--- src/pkg/smcg_pkg.sv ---
// constants, types and register map of the sleep and clock gating block
// assumes a single 100 MHz master clock and a plain strobe register port
package smcg_pkg;
	localparam int CLK_MHZ = 100;
	localparam int ADDR_W = 4;
	localparam logic [ADDR_W-1:0] MCU_PWR_OFS = 4'h0;
	localparam logic [ADDR_W-1:0] DIV_CTRL_OFS = 4'h1;
	localparam logic [7:0] MCU_PWR_RST = 8'h00;
	localparam logic [7:0] MCU_PWR_WMASK = 8'h7b;
	localparam int PULLUP_OFF_BIT = 6;
	localparam int SLEEP_ALLOW_BIT = 5;
	localparam int KIND_HI = 4;
	localparam int KIND_LO = 3;
	localparam int SENSE_HI = 1;
	localparam int SENSE_LO = 0;
	localparam int UNLOCK_BIT = 7;
	localparam int DIV_HI = 3;
	localparam logic [3:0] DIV_RST = 4'h0;
	localparam logic [3:0] DIV_MAX_CODE = 4'h8;
	localparam logic [2:0] UNLOCK_CYC = 3'h4;
	localparam logic [2:0] STALL_CYC = 3'h4;
	localparam int STARTUP_CK = 6;
	localparam logic [1:0] SENSE_LEVEL = 2'h0;
	typedef enum logic [1:0] {
		SMCG_IDLE = 2'h0,
		SMCG_NOISE = 2'h1,
		SMCG_PDOWN = 2'h2,
		SMCG_RSVD = 2'h3
	} smcg_kind_t;
	typedef enum {S_RUN, S_SLEEP, S_START, S_STALL} smcg_state_t;
	typedef struct packed {
		logic ext_pin;
		logic pin_change;
		logic mem_ready;
		logic adc_done;
		logic other_io;
		logic wdt;
	} smcg_irq_t;
endpackage : smcg_pkg

--- src/pkg/smcg_div_if.sv ---
// carrier between the control logic and the system clock prescaler
// assumes both ends sit on the undivided master clock
interface smcg_div_if;
	logic [3:0] code;
	logic load;
	logic tick;
	logic pending;
	modport ctrl (output code, output load, input tick, input pending);
	modport presc (input code, input load, output tick, output pending);
endinterface : smcg_div_if

--- src/rtl/smcg_prescaler.sv ---
// system clock prescaler: a counter on the master clock giving tick enables
// assumes load is a one-cycle pulse carrying a legal division code
module smcg_prescaler (
	input wire logic sys_clk_i, // master clock
	input wire logic sys_rst_i, // synchronous reset, high
	smcg_div_if.presc div // division control
);
	import smcg_pkg::*;

	logic [7:0] cnt;
	logic [3:0] cur;
	logic [3:0] nxt;
	logic pend;
	logic tick_pre;

	function automatic logic [7:0] div_mask(input logic [3:0] c);
		div_mask = 8'((9'h001 << c) - 9'h001);
	endfunction : div_mask

	// counter is never read by software, so switch moment is not observable
	assign tick_pre = (cnt & div_mask(cur)) == div_mask(cur);

	// switch only at the end of an old period and restart the count, so the
	// transitional period is one whole old period then one whole new one
	always_ff @(posedge sys_clk_i) begin
		if (sys_rst_i) begin
			cnt <= 8'h00;
			cur <= DIV_RST;
			nxt <= DIV_RST;
			pend <= 1'b0;
		end else begin
			if (div.load) begin
				nxt <= div.code;
			end
			if (tick_pre && pend) begin
				cur <= nxt;
				cnt <= 8'h00;
			end else begin
				cnt <= cnt + 8'h01;
			end
			pend <= div.load | (pend & ~tick_pre);
		end
	end

	always_ff @(posedge sys_clk_i) begin
		if (sys_rst_i) begin
			div.tick <= 1'b0;
		end else begin
			div.tick <= tick_pre;
		end
	end

	assign div.pending = pend;
endmodule : smcg_prescaler

--- src/rtl/smcg_wake.sv ---
// wake source qualification per sleep kind
// assumes the interrupt inputs are already masked by their own enables
module smcg_wake (
	input wire smcg_pkg::smcg_kind_t kind_i, // sleep kind in force
	input wire smcg_pkg::smcg_irq_t irq_i, // pending enabled interrupts
	input wire logic [1:0] sense_i, // external pin sense setting
	output logic wake_o // wake request
);
	import smcg_pkg::*;

	logic level_pin;

	// deep modes have no clock to detect an edge, so only level sensing wakes
	assign level_pin = irq_i.ext_pin && sense_i == SENSE_LEVEL;

	always_comb begin
		case (kind_i)
			SMCG_IDLE: wake_o = |irq_i;
			SMCG_NOISE: wake_o = level_pin | irq_i.pin_change | irq_i.mem_ready
				| irq_i.adc_done | irq_i.wdt;
			SMCG_PDOWN: wake_o = level_pin | irq_i.pin_change | irq_i.wdt;
			default: wake_o = 1'b0;
		endcase
	end
endmodule : smcg_wake

--- src/rtl/smcg_top.sv ---
// sleep mode controller, clock domain gating and prescaler control
// assumes the core pulses sleep_exec_i when it executes the sleep instruction
// and holds its own state while its clock enable is low
//
// Local design decisions: the address map and the address-and-strobe port.

// Operation
// - prescaler switches without glitches or runts
// - no transitional period shorter than both settings
// - divider counter on master clock, state hidden
// - new rate active within T1+T2 to T1+2*T2; here the switch waits at most T1 and the first new tick follows one T2 later
// - sleep only with sleep_allow set
// - kind field: idle, noise, power-down, reserved
// - wake stalls core four cycles after start-up
// - register file and RAM untouched by sleep
// - reset during sleep restarts at reset vector
// - idle gates only CPU and flash clocks
// - idle wakes on any interrupt source
// - enabled converter starts conversion on entry
// - noise mode halts I/O, CPU, flash clocks
// - noise mode wakes on listed sources only
// - power-down stops oscillator and all clocks
// - power-down wakes on listed sources only
// - deep modes wake on level pin only
// - reserved control bits read zero
// - division codes 0 to 8, rest reserved
// - divisor write only within unlock window
module smcg_top (
	input wire logic sys_clk_i, // master clock, 100 MHz
	input wire logic sys_rst_i, // synchronous reset, high
	input wire logic [smcg_pkg::ADDR_W-1:0] addr_i, // register address
	input wire logic [7:0] wr_data_i, // write data
	input wire logic wr_i, // write strobe
	input wire logic rd_i, // read strobe
	output logic [7:0] rd_data_o, // read data, cycle after rd_i
	input wire logic sleep_exec_i, // core executes sleep, pulse
	input wire smcg_pkg::smcg_irq_t irq_i, // pending enabled interrupts
	input wire logic rst_wake_i, // external, watchdog or brown-out reset
	input wire logic adc_enabled_i, // converter is enabled
	output logic cpu_clk_en_o, // CPU clock domain runs
	output logic flash_clk_en_o, // flash clock domain runs
	output logic io_clk_en_o, // I/O clock domain runs
	output logic adc_clk_en_o, // converter clock domain runs
	output logic osc_en_o, // main oscillator enabled
	output logic sys_tick_o, // prescaled system clock enable
	output logic adc_start_o, // start a conversion, pulse
	output logic wake_irq_o, // resume and service interrupt, pulse
	output logic reset_vector_o, // restart from reset vector, pulse
	output logic sleep_done_o, // sleep refused, continue, pulse
	output logic pullup_global_off_o, // global pull-up disable
	output logic [1:0] ext_irq_sense_o // external pin sense setting
);
	import smcg_pkg::*;

	localparam logic [7:0] STARTUP_LEN = 8'(STARTUP_CK);

	smcg_div_if div ();

	logic pullup_off;
	logic sleep_allow;
	smcg_kind_t kind;
	logic [1:0] sense;
	smcg_kind_t mode;
	smcg_state_t state;
	smcg_state_t next_state;
	logic [7:0] wait_cnt;
	logic [2:0] unlock_cnt;
	logic [3:0] div_sel;
	logic wake_req;
	logic enter;
	logic wr_mcu;
	logic wr_div;

	function automatic logic hit(input logic [ADDR_W-1:0] a, input logic [ADDR_W-1:0] ofs);
		hit = a == ofs;
	endfunction : hit

	assign wr_mcu = wr_i && hit(addr_i, MCU_PWR_OFS);
	assign wr_div = wr_i && hit(addr_i, DIV_CTRL_OFS);

	smcg_prescaler u_presc (
		.sys_clk_i(sys_clk_i),
		.sys_rst_i(sys_rst_i),
		.div(div.presc)
	);

	smcg_wake u_wake (
		.kind_i(mode),
		.irq_i(irq_i),
		.sense_i(sense),
		.wake_o(wake_req)
	);

	// control register; reserved bits have no storage at all
	always_ff @(posedge sys_clk_i) begin
		if (sys_rst_i) begin
			pullup_off <= MCU_PWR_RST[PULLUP_OFF_BIT];
			sleep_allow <= MCU_PWR_RST[SLEEP_ALLOW_BIT];
			kind <= smcg_kind_t'(MCU_PWR_RST[KIND_HI:KIND_LO]);
			sense <= MCU_PWR_RST[SENSE_HI:SENSE_LO];
		end else if (wr_mcu) begin
			pullup_off <= wr_data_i[PULLUP_OFF_BIT];
			sleep_allow <= wr_data_i[SLEEP_ALLOW_BIT];
			kind <= smcg_kind_t'(wr_data_i[KIND_HI:KIND_LO]);
			sense <= wr_data_i[SENSE_HI:SENSE_LO];
		end
	end

	// unlock window: opened only by the unlock bit alone, not extended by a
	// second unlock write, closed by timeout or by a divisor write
	always_ff @(posedge sys_clk_i) begin
		if (sys_rst_i) begin
			unlock_cnt <= 3'h0;
		end else if (wr_div && unlock_cnt != 3'h0 && !wr_data_i[UNLOCK_BIT]) begin
			unlock_cnt <= 3'h0;
		end else if (unlock_cnt != 3'h0) begin
			unlock_cnt <= unlock_cnt - 3'h1;
		end else if (wr_div && wr_data_i == (8'h01 << UNLOCK_BIT)) begin
			unlock_cnt <= UNLOCK_CYC;
		end
	end

	// reserved division codes are dropped, keeping the present rate
	always_ff @(posedge sys_clk_i) begin
		if (sys_rst_i) begin
			div_sel <= DIV_RST;
			div.load <= 1'b0;
		end else begin
			div.load <= 1'b0;
			if (wr_div && unlock_cnt != 3'h0 && !wr_data_i[UNLOCK_BIT]
				&& wr_data_i[DIV_HI:0] <= DIV_MAX_CODE) begin
				div_sel <= wr_data_i[DIV_HI:0];
				div.load <= 1'b1;
			end
		end
	end

	assign div.code = div_sel;

	always_ff @(posedge sys_clk_i) begin
		if (sys_rst_i) begin
			rd_data_o <= 8'h00;
		end else if (rd_i && hit(addr_i, MCU_PWR_OFS)) begin
			rd_data_o <= {1'b0, pullup_off, sleep_allow, kind, 1'b0, sense};
		end else if (rd_i && hit(addr_i, DIV_CTRL_OFS)) begin
			rd_data_o <= {unlock_cnt != 3'h0, 3'h0, div_sel};
		end else begin
			rd_data_o <= 8'h00;
		end
	end

	// sleep entry only when allowed and kind is not reserved
	assign enter = state == S_RUN && sleep_exec_i && sleep_allow && kind != SMCG_RSVD;

	always_comb begin
		next_state = state;
		case (state)
			S_RUN: begin
				if (enter) begin
					next_state = S_SLEEP;
				end
			end
			S_SLEEP: begin
				if (rst_wake_i) begin
					next_state = S_RUN;
				end else if (wake_req) begin
					next_state = S_START;
				end
			end
			S_START: begin
				if (rst_wake_i) begin
					next_state = S_RUN;
				end else if (wait_cnt == 8'h00) begin
					next_state = S_STALL;
				end
			end
			S_STALL: begin
				if (rst_wake_i || wait_cnt == 8'h00) begin
					next_state = S_RUN;
				end
			end
			default: next_state = S_RUN;
		endcase
	end

	always_ff @(posedge sys_clk_i) begin
		if (sys_rst_i) begin
			state <= S_RUN;
		end else begin
			state <= next_state;
		end
	end

	always_ff @(posedge sys_clk_i) begin
		if (sys_rst_i) begin
			mode <= SMCG_IDLE;
		end else if (enter) begin
			mode <= kind;
		end
	end

	// only power-down needs the oscillator start-up before the stall
	always_ff @(posedge sys_clk_i) begin
		if (sys_rst_i) begin
			wait_cnt <= 8'h00;
		end else if (state == S_SLEEP) begin
			wait_cnt <= mode == SMCG_PDOWN ? STARTUP_LEN - 8'h01 : 8'h00;
		end else if (state == S_START && wait_cnt == 8'h00) begin
			// loaded one below the count since the state leaves on zero
			wait_cnt <= 8'(STALL_CYC) - 8'h01;
		end else if (wait_cnt != 8'h00) begin
			wait_cnt <= wait_cnt - 8'h01;
		end
	end

	// enables follow next_state so they line up with state; the core and
	// memories are only frozen, never reset, while asleep
	always_ff @(posedge sys_clk_i) begin
		if (sys_rst_i) begin
			cpu_clk_en_o <= 1'b1;
			flash_clk_en_o <= 1'b1;
		end else begin
			cpu_clk_en_o <= next_state == S_RUN;
			flash_clk_en_o <= next_state == S_RUN;
		end
	end

	always_ff @(posedge sys_clk_i) begin
		if (sys_rst_i) begin
			io_clk_en_o <= 1'b1;
			adc_clk_en_o <= 1'b1;
			osc_en_o <= 1'b1;
		end else begin
			io_clk_en_o <= next_state == S_RUN || next_state == S_STALL
				|| (next_state != S_RUN && next_mode() == SMCG_IDLE);
			adc_clk_en_o <= next_state == S_RUN || next_state == S_STALL
				|| next_mode() != SMCG_PDOWN;
			osc_en_o <= !(next_state == S_SLEEP && next_mode() == SMCG_PDOWN);
		end
	end

	function automatic smcg_kind_t next_mode();
		next_mode = enter ? kind : mode;
	endfunction : next_mode

	always_ff @(posedge sys_clk_i) begin
		if (sys_rst_i) begin
			adc_start_o <= 1'b0;
			wake_irq_o <= 1'b0;
			reset_vector_o <= 1'b0;
			sleep_done_o <= 1'b0;
		end else begin
			adc_start_o <= enter && adc_enabled_i && kind != SMCG_PDOWN;
			wake_irq_o <= state == S_STALL && next_state == S_RUN && !rst_wake_i;
			reset_vector_o <= state != S_RUN && rst_wake_i;
			sleep_done_o <= state == S_RUN && sleep_exec_i && !enter;
		end
	end

	always_ff @(posedge sys_clk_i) begin
		if (sys_rst_i) begin
			sys_tick_o <= 1'b0;
			pullup_global_off_o <= 1'b0;
			ext_irq_sense_o <= 2'h0;
		end else begin
			sys_tick_o <= div.tick;
			pullup_global_off_o <= pullup_off;
			ext_irq_sense_o <= sense;
		end
	end
endmodule : smcg_top

--- config.mk ---
export PLATFORM = sky130hd
export DESIGN_NAME = smcg_top
export DESIGN_NICKNAME = d
export VERILOG_FILES = /design/src/pkg/smcg_pkg.sv /design/src/pkg/smcg_div_if.sv /design/src/rtl/smcg_prescaler.sv /design/src/rtl/smcg_wake.sv /design/src/rtl/smcg_top.sv
export SDC_FILE = /design/constraint.sdc
export NUM_CORES = 1
export LEC_CHECK = 0
export ABC_AREA = 1
export BUFFER_PORTS_ARGS = -buffer_cell sky130_fd_sc_hd__buf_4
export CORE_ASPECT_RATIO = 0.5
export CORE_MARGIN = 4
export CORE_UTILIZATION = 50
export CTS_CLUSTER_DIAMETER = 30
export DETAILED_ROUTE_END_ITERATION = 10
export PLACE_DENSITY = 0.78
export SKIP_CTS_REPAIR_TIMING = 1
export SYNTH_ARGS = -nofsm -noshare
export SYNTH_HDL_FRONTEND = slang
export SYNTH_SLANG_ARGS = --single-unit
--- constraint.sdc ---
create_clock -name sys_clk_i -period 1.8 [get_ports sys_clk_i]
set_clock_uncertainty 0.2 [all_clocks]
set_input_delay 0.36 -clock sys_clk_i [delete_from_list [all_inputs] [get_ports sys_clk_i]]
set_output_delay 0.36 -clock sys_clk_i [all_outputs]
set_load 0.005 [all_outputs]
## Word-level counts from Yosys, hierarchy flattened

Cells that the tools add are included.

| storage, ports and cells | value |
|---|---|
| word-level logic and storage cells | 127 |
| output and inout bits | 21 |
| bits in registers | 94 |
| bits of input ports | 25 |

| operators by class | value |
|---|---|
| bitwise logic cells | 10 |
| equality and inequality tests | 17 |
| order comparisons | 1 |
| shifts and indexed selects | 1 |
| $add $sub $neg | 4 |
| muxes and demuxes | 18 |
| reductions and logical operators | 48 |

Operators with widths:

| cell | number |
|---|---|
| two-way mux 32 bit | 6 |
| == test 32 x 2 -> 1 bit (second input constant) | 4 |
| one-hot mux 32 bit (4 select lines) | 1 |
| == test 32 x 3 -> 1 bit (second input constant) | 3 |
| zero test 32 bit | 3 |
| nonzero test 32 bit | 2 |
| == test 32 x 1 -> 1 bit (second input constant) | 1 |
| two-way mux 8 bit | 3 |
| logical AND 1 bit | 22 |
| subtractor 8 x 1 -> 8 bit (second input constant) | 2 |
| two-way mux 3 bit | 3 |
| adder 8 x 1 -> 8 bit (second input constant) | 1 |
| AND 8 bit | 1 |
| == test 8 bit | 1 |
| == test 8 bit (second input constant) | 1 |
| zero test 8 bit | 1 |
| nonzero test 8 bit | 1 |
| << shifter 1 x 4 -> 8 bit (first input constant) | 1 |
| two-way mux 7 bit | 1 |
| zero test 2 bit | 3 |
| != test 2 bit (second input constant) | 3 |
| OR 1 bit | 6 |
| nonzero test 3 bit | 2 |
| OR reduction 6 bit | 1 |
| other kinds (17) | 26 |

## Depth between registers and ports, before layout

| depth | value |
|---|---|
| depth in word-level cells | 13 |
| depth in mapped cells | 12 |
| gate-level depth less buffers | 12 |

## By module

From an unflattened synthesis, not the netlist that was laid out.

| second synthesis, totals | value |
|---|---|
| cell total of the unflattened synthesis | 462 |
| area total of the unflattened synthesis | 3742.3 um2 |

Modules (own cells, without submodules):

| module | seq. area each (um2) | cells an instance | area each (um2) | times used |
|---|---|---|---|---|
| smcg_top | 1521.5 | 314 | 2677.6 | 1 |
| smcg_prescaler | 360.3 | 132 | 967.2 | 1 |
| smcg_wake | 0.0 | 16 | 97.6 | 1 |

## Worst setup path after synthesis

Ideal clock, no wire load.

| timing path | value |
|---|---|
| path type | register -> register |
| from | reg u_presc.cur[2] |
| to | reg u_presc.cur[0] |
| path buffers | 0 |
| stages on the path, launching flop included | 11 |
| required time | 1.531 ns |
| clock period less this slack | 1.831 ns |
| arrival time | 1.562 ns |
| setup time | 0.069 ns |
| setup slack | -0.031 ns |
| path through | dfxtp_1 nor2_2 nand3_1 ha_1 o21a_1 nand3_2 nor2_2 nand3_4 inv_4 nand2_2 a21oi_2 |

| between the ends | value |
|---|---|
| longest elaborated chain between the ends | 5 |

RTL lines:

| item | line | source |
|---|---|---|
| start, declared | smcg_prescaler.sv:11 | `logic [3:0] cur;` |
| start signal, assigned | smcg_prescaler.sv:36 | `cur <= nxt;` |
| << shifter 1 x 4 -> 8 bit (*) | smcg_prescaler.sv:17 | `div_mask = 8'((9'h001 << c) - 9'h001);` |
| subtractor 8 x 1 -> 8 bit (*) | smcg_prescaler.sv:17 |  |
| AND 8 bit | smcg_prescaler.sv:21 | `assign tick_pre = (cnt & div_mask(cur)) == div_mask(cur);` |
| == test 8 bit (*) | smcg_prescaler.sv:21 |  |
| logical AND 1 bit (*) | smcg_prescaler.sv:35 | `if (tick_pre && pend) begin` |

Every way passes the cells marked *; elsewhere a longest branch is shown, timed or not.
A chain may end at the register's enable or synchronous reset.

## Worst setup path after layout

| timing path | value |
|---|---|
| from | reg u_presc.cur[3] |
| to | reg u_presc.cur[3] |

Same word-level chain as after synthesis.

==> summary.txt <==
Run status
  – Outcome: complete, but fails checks
  – Failing checks: negative setup slack

Clock tree
  – Longest Clk Path Bufs: 2
  – CTS clock-pin slew for the worst setup and hold paths: 60 ps
  – Clk_lat worst skew: approximately 340 ps
  – Clk root buf: clkbuf_16
  – H-tree depth: 3
  – CTS tree: done
  – CTS sink count: 94
  – CTS Buf Count: 9

Critical path
  – CP Capture Type: flip-flop
  – CP max-delay cell: dfxtp_2
  – Worst reg2reg startpoint: u_presc.cur[3]
  – R2R setup slack: -70 ps
  – WS Path Type: flip-flop to flip-flop
  – Peak per-stage delay on the critical path: 340 ps
  – Worst R2R End: u_presc.cur[3]
  – Critical path cell sequence: nor2_4, nand3_2, ha_4, o21a_1, nand3_2, nor2_4, nand3_4, inv_4, nand2_2, a21oi_2
  – Critical Path AT: 1940 ps
  – Critical path peak fanout: 6
  – Crit path buf inv count: 1
  – R2r worst-path depth: 10
  – Startpoint Class: flip-flop
  – Req. time, crit path: 1870 ps
  – Delay-heaviest family, CP: simple AND/OR/NAND/NOR gates

Pwr
  – Leakage: 2.29 nW
  – VDD IR max: 0.650 mV
  – Power, Total: approximately 0.0052 W
  – Power Dens Cells: 1050 mW/mm^2

Route
  – Final WL: between 7 and 8 mm
  – Iteration-0 DRC count of the detailed router: 221
  – Antenna-violating nets left: 0
  – Vias per cell: 4.73
  – DR pass1 iterations: 4
  – Wire per inst: ~12 microns
  – Via count: 3115
  – DRC Markers: 0

Placed design
  – Gpl congestion: 0.816
  – Dpl cells: 638
  – Post-place setup slack: -66.0 ps
  – Port bufs: 45
  – Detail Placement HPWL: 5.57 mm

Final layout
  – Core Util, Final: 71.0%
  – Net count, final: 594
  – Share of layout cells above drive strength 1: 28.4%
  – Antenna Cells: 0
  – Most common cell after layout, fill and taps aside: dfxtp_1
  – Area growth, synth to finish: 31.8%
  – Non-filler instance count after layout: 658
  – Commonest cells after routing, fill and taps aside: 89 x dfxtp_1, 65 x buf_4, 64 x inv_1, 64 x nor2_1, 58 x nand2_1

Min path
  – Worst Hold Class: input port to flip-flop
  – Hold path depth: 3
  – Min-delay src: adc_enabled_i
  – Worst Hold Endpoint: adc_start_o

Logic synthesis
  – Syn_area_per_cell: around 8.1 sq um
  – Part of the Yosys area used for sequential elements: 50.2%
  – Synth Instances: between 400 and 500
  – Mapped Area: ~0.0038 sq mm
  – Unique masters post-synth: between 40 and 50
  – #FFs+latches synth: 94
  – Yosys Warn Count: 0

Timing
  – Final hold violation count: 0
  – Fmax: 535 MHz
  – Final Slew Violations: 0
  – Final Cycle Share: 104%
  – RSZ-0062 raised after global routing: yes
  – Setup ws final: -69.0 ps
  – Final Critical Period: 1870 ps
  – Setup-failing EPs final: 17
  – Hold WS: 61.7 ps

Floorplan
  – Die extent in x: 130 microns
  – # IOs: 46
  – Core area: 0.00696 sq mm
  – Row Count: 21
  – Die area: between 0.009 and 0.01 sq mm
  – Die height: ~69 microns
  – Starting Density: 53.9%

Global routing
  – Total GRT Usage: between 10% and 20%
  – Antenna violations before repair: 0
  – Vias in the first global route: 2790
  – GRT Residual Overflow: 0
  – Largest net degree at the start of global routing: 20
  – Global-route wire length before repair: 12.1 mm

Flow run
  – Max Cap Viol: 0
## through the flow
step | cell area, sq um | setup TNS, ps
after floorplan | 3880 | 0
after global placement | 4420 | 0
after detailed placement | 4420 | -365
after CTS | 4720 | -670
after global routing | 4940 | -2580
final | 4940 | -589
## synthesized netlist by cell type (all sizes together)
cell type  count  area share, %
dfxtp         94             50
nor2          85             10
nand2         79            9.1
inv           68            6.9
a21oi         31            4.7
nand3         25            3.9
o21ai         21            2.9
nand4         11            2.6
nor3          10            1.5
ha             8            2.7
clkbuf         6           0.60
xor2           6            1.4
o22ai          3           0.50
a211oi         2           0.40
xnor2          2           0.47
a31oi          1           0.17
and2           1           0.17
and3           1           0.17
buf            1           0.20
conb           1           0.10
nand3b         1           0.20
nor3b          1           0.20
nor4           1           0.17
o211ai         1           0.20
o21a           1           0.20
o31ai          1           0.20
or2            1           0.17
## metal layers
layer | vias up | share of wire (%) | global-route usage (%)
met5 | - | 0 | 0
met4 | 0 | 1.5 | 5.47
met3 | 12 | 3.9 | 5.62
met2 | 46 | 51 | 29.0
met1 | 1422 | 43 | 19.6
li1 | 1635 | - | -
## tightest hold or removal path, cell delays in order
cell	delay (ps)
buf_4	110
nand2_1	60
nor2_1	40
## final cells by class
cell class	instances	area [sq um]
Tap cell	92	115
Timing Repair Buffer	65	488
Fill cell	532	2020
Multi-Input combinational cell	323	1890
Inverter	68	260
Clock buffer	11	243
Sequential cell	94	1890
Clock inverter	5	58.8
## state kept, by name (all words and copies together) (netlist names), 2 cells and up
signal / flops
wait_cnt: 8
div.code: 4
sense: 2
ext_irq_sense_o: 2
u_presc.cur: 4
rd_data_o: 8
u_presc.nxt: 4
mode: 2
u_presc.cnt: 8
kind: 2
unlock_cnt: 3
state: 32
## worst max-delay path by stage
stage                           to      startpoint  cells after the start  slack [ps]
finish              u_presc.cur[3]  u_presc.cur[3]                     10         -70
global route        u_presc.cur[3]  u_presc.cur[3]                     10        -190
CTS                 u_presc.cur[3]  u_presc.cur[3]                     10         -90
detailed placement  u_presc.cur[3]  u_presc.cur[3]                     10         -70
global placement    u_presc.cur[3]  u_presc.cur[3]                     10           3
floorplan           u_presc.cur[3]  u_presc.cur[3]                     10           8
## kinds of logic after synthesis
group           after synthesis  synth area share [%]
simple gates                216                  28.2
xor+xnor                      8                  1.87
other cells                   1                 0.100
flops                        94                  50.2
fa+ha+maj                     8                  2.67
buf+inv                      75                  7.67
compound gates               61                  9.31
## where the power goes
| part | leakage [nW] | switching [W] | internal, W |
|---|---|---|---|
| logic | 1.38 | 0.000536 | 0.000429 |
| clock network | 0.142 | 0.000776 | 0.00111 |
| registers | 0.775 | 0.000112 | 0.00223 |
| total | 2.29 | 0.00142 | 0.00378 |
(Power assumes the default switching activity.)
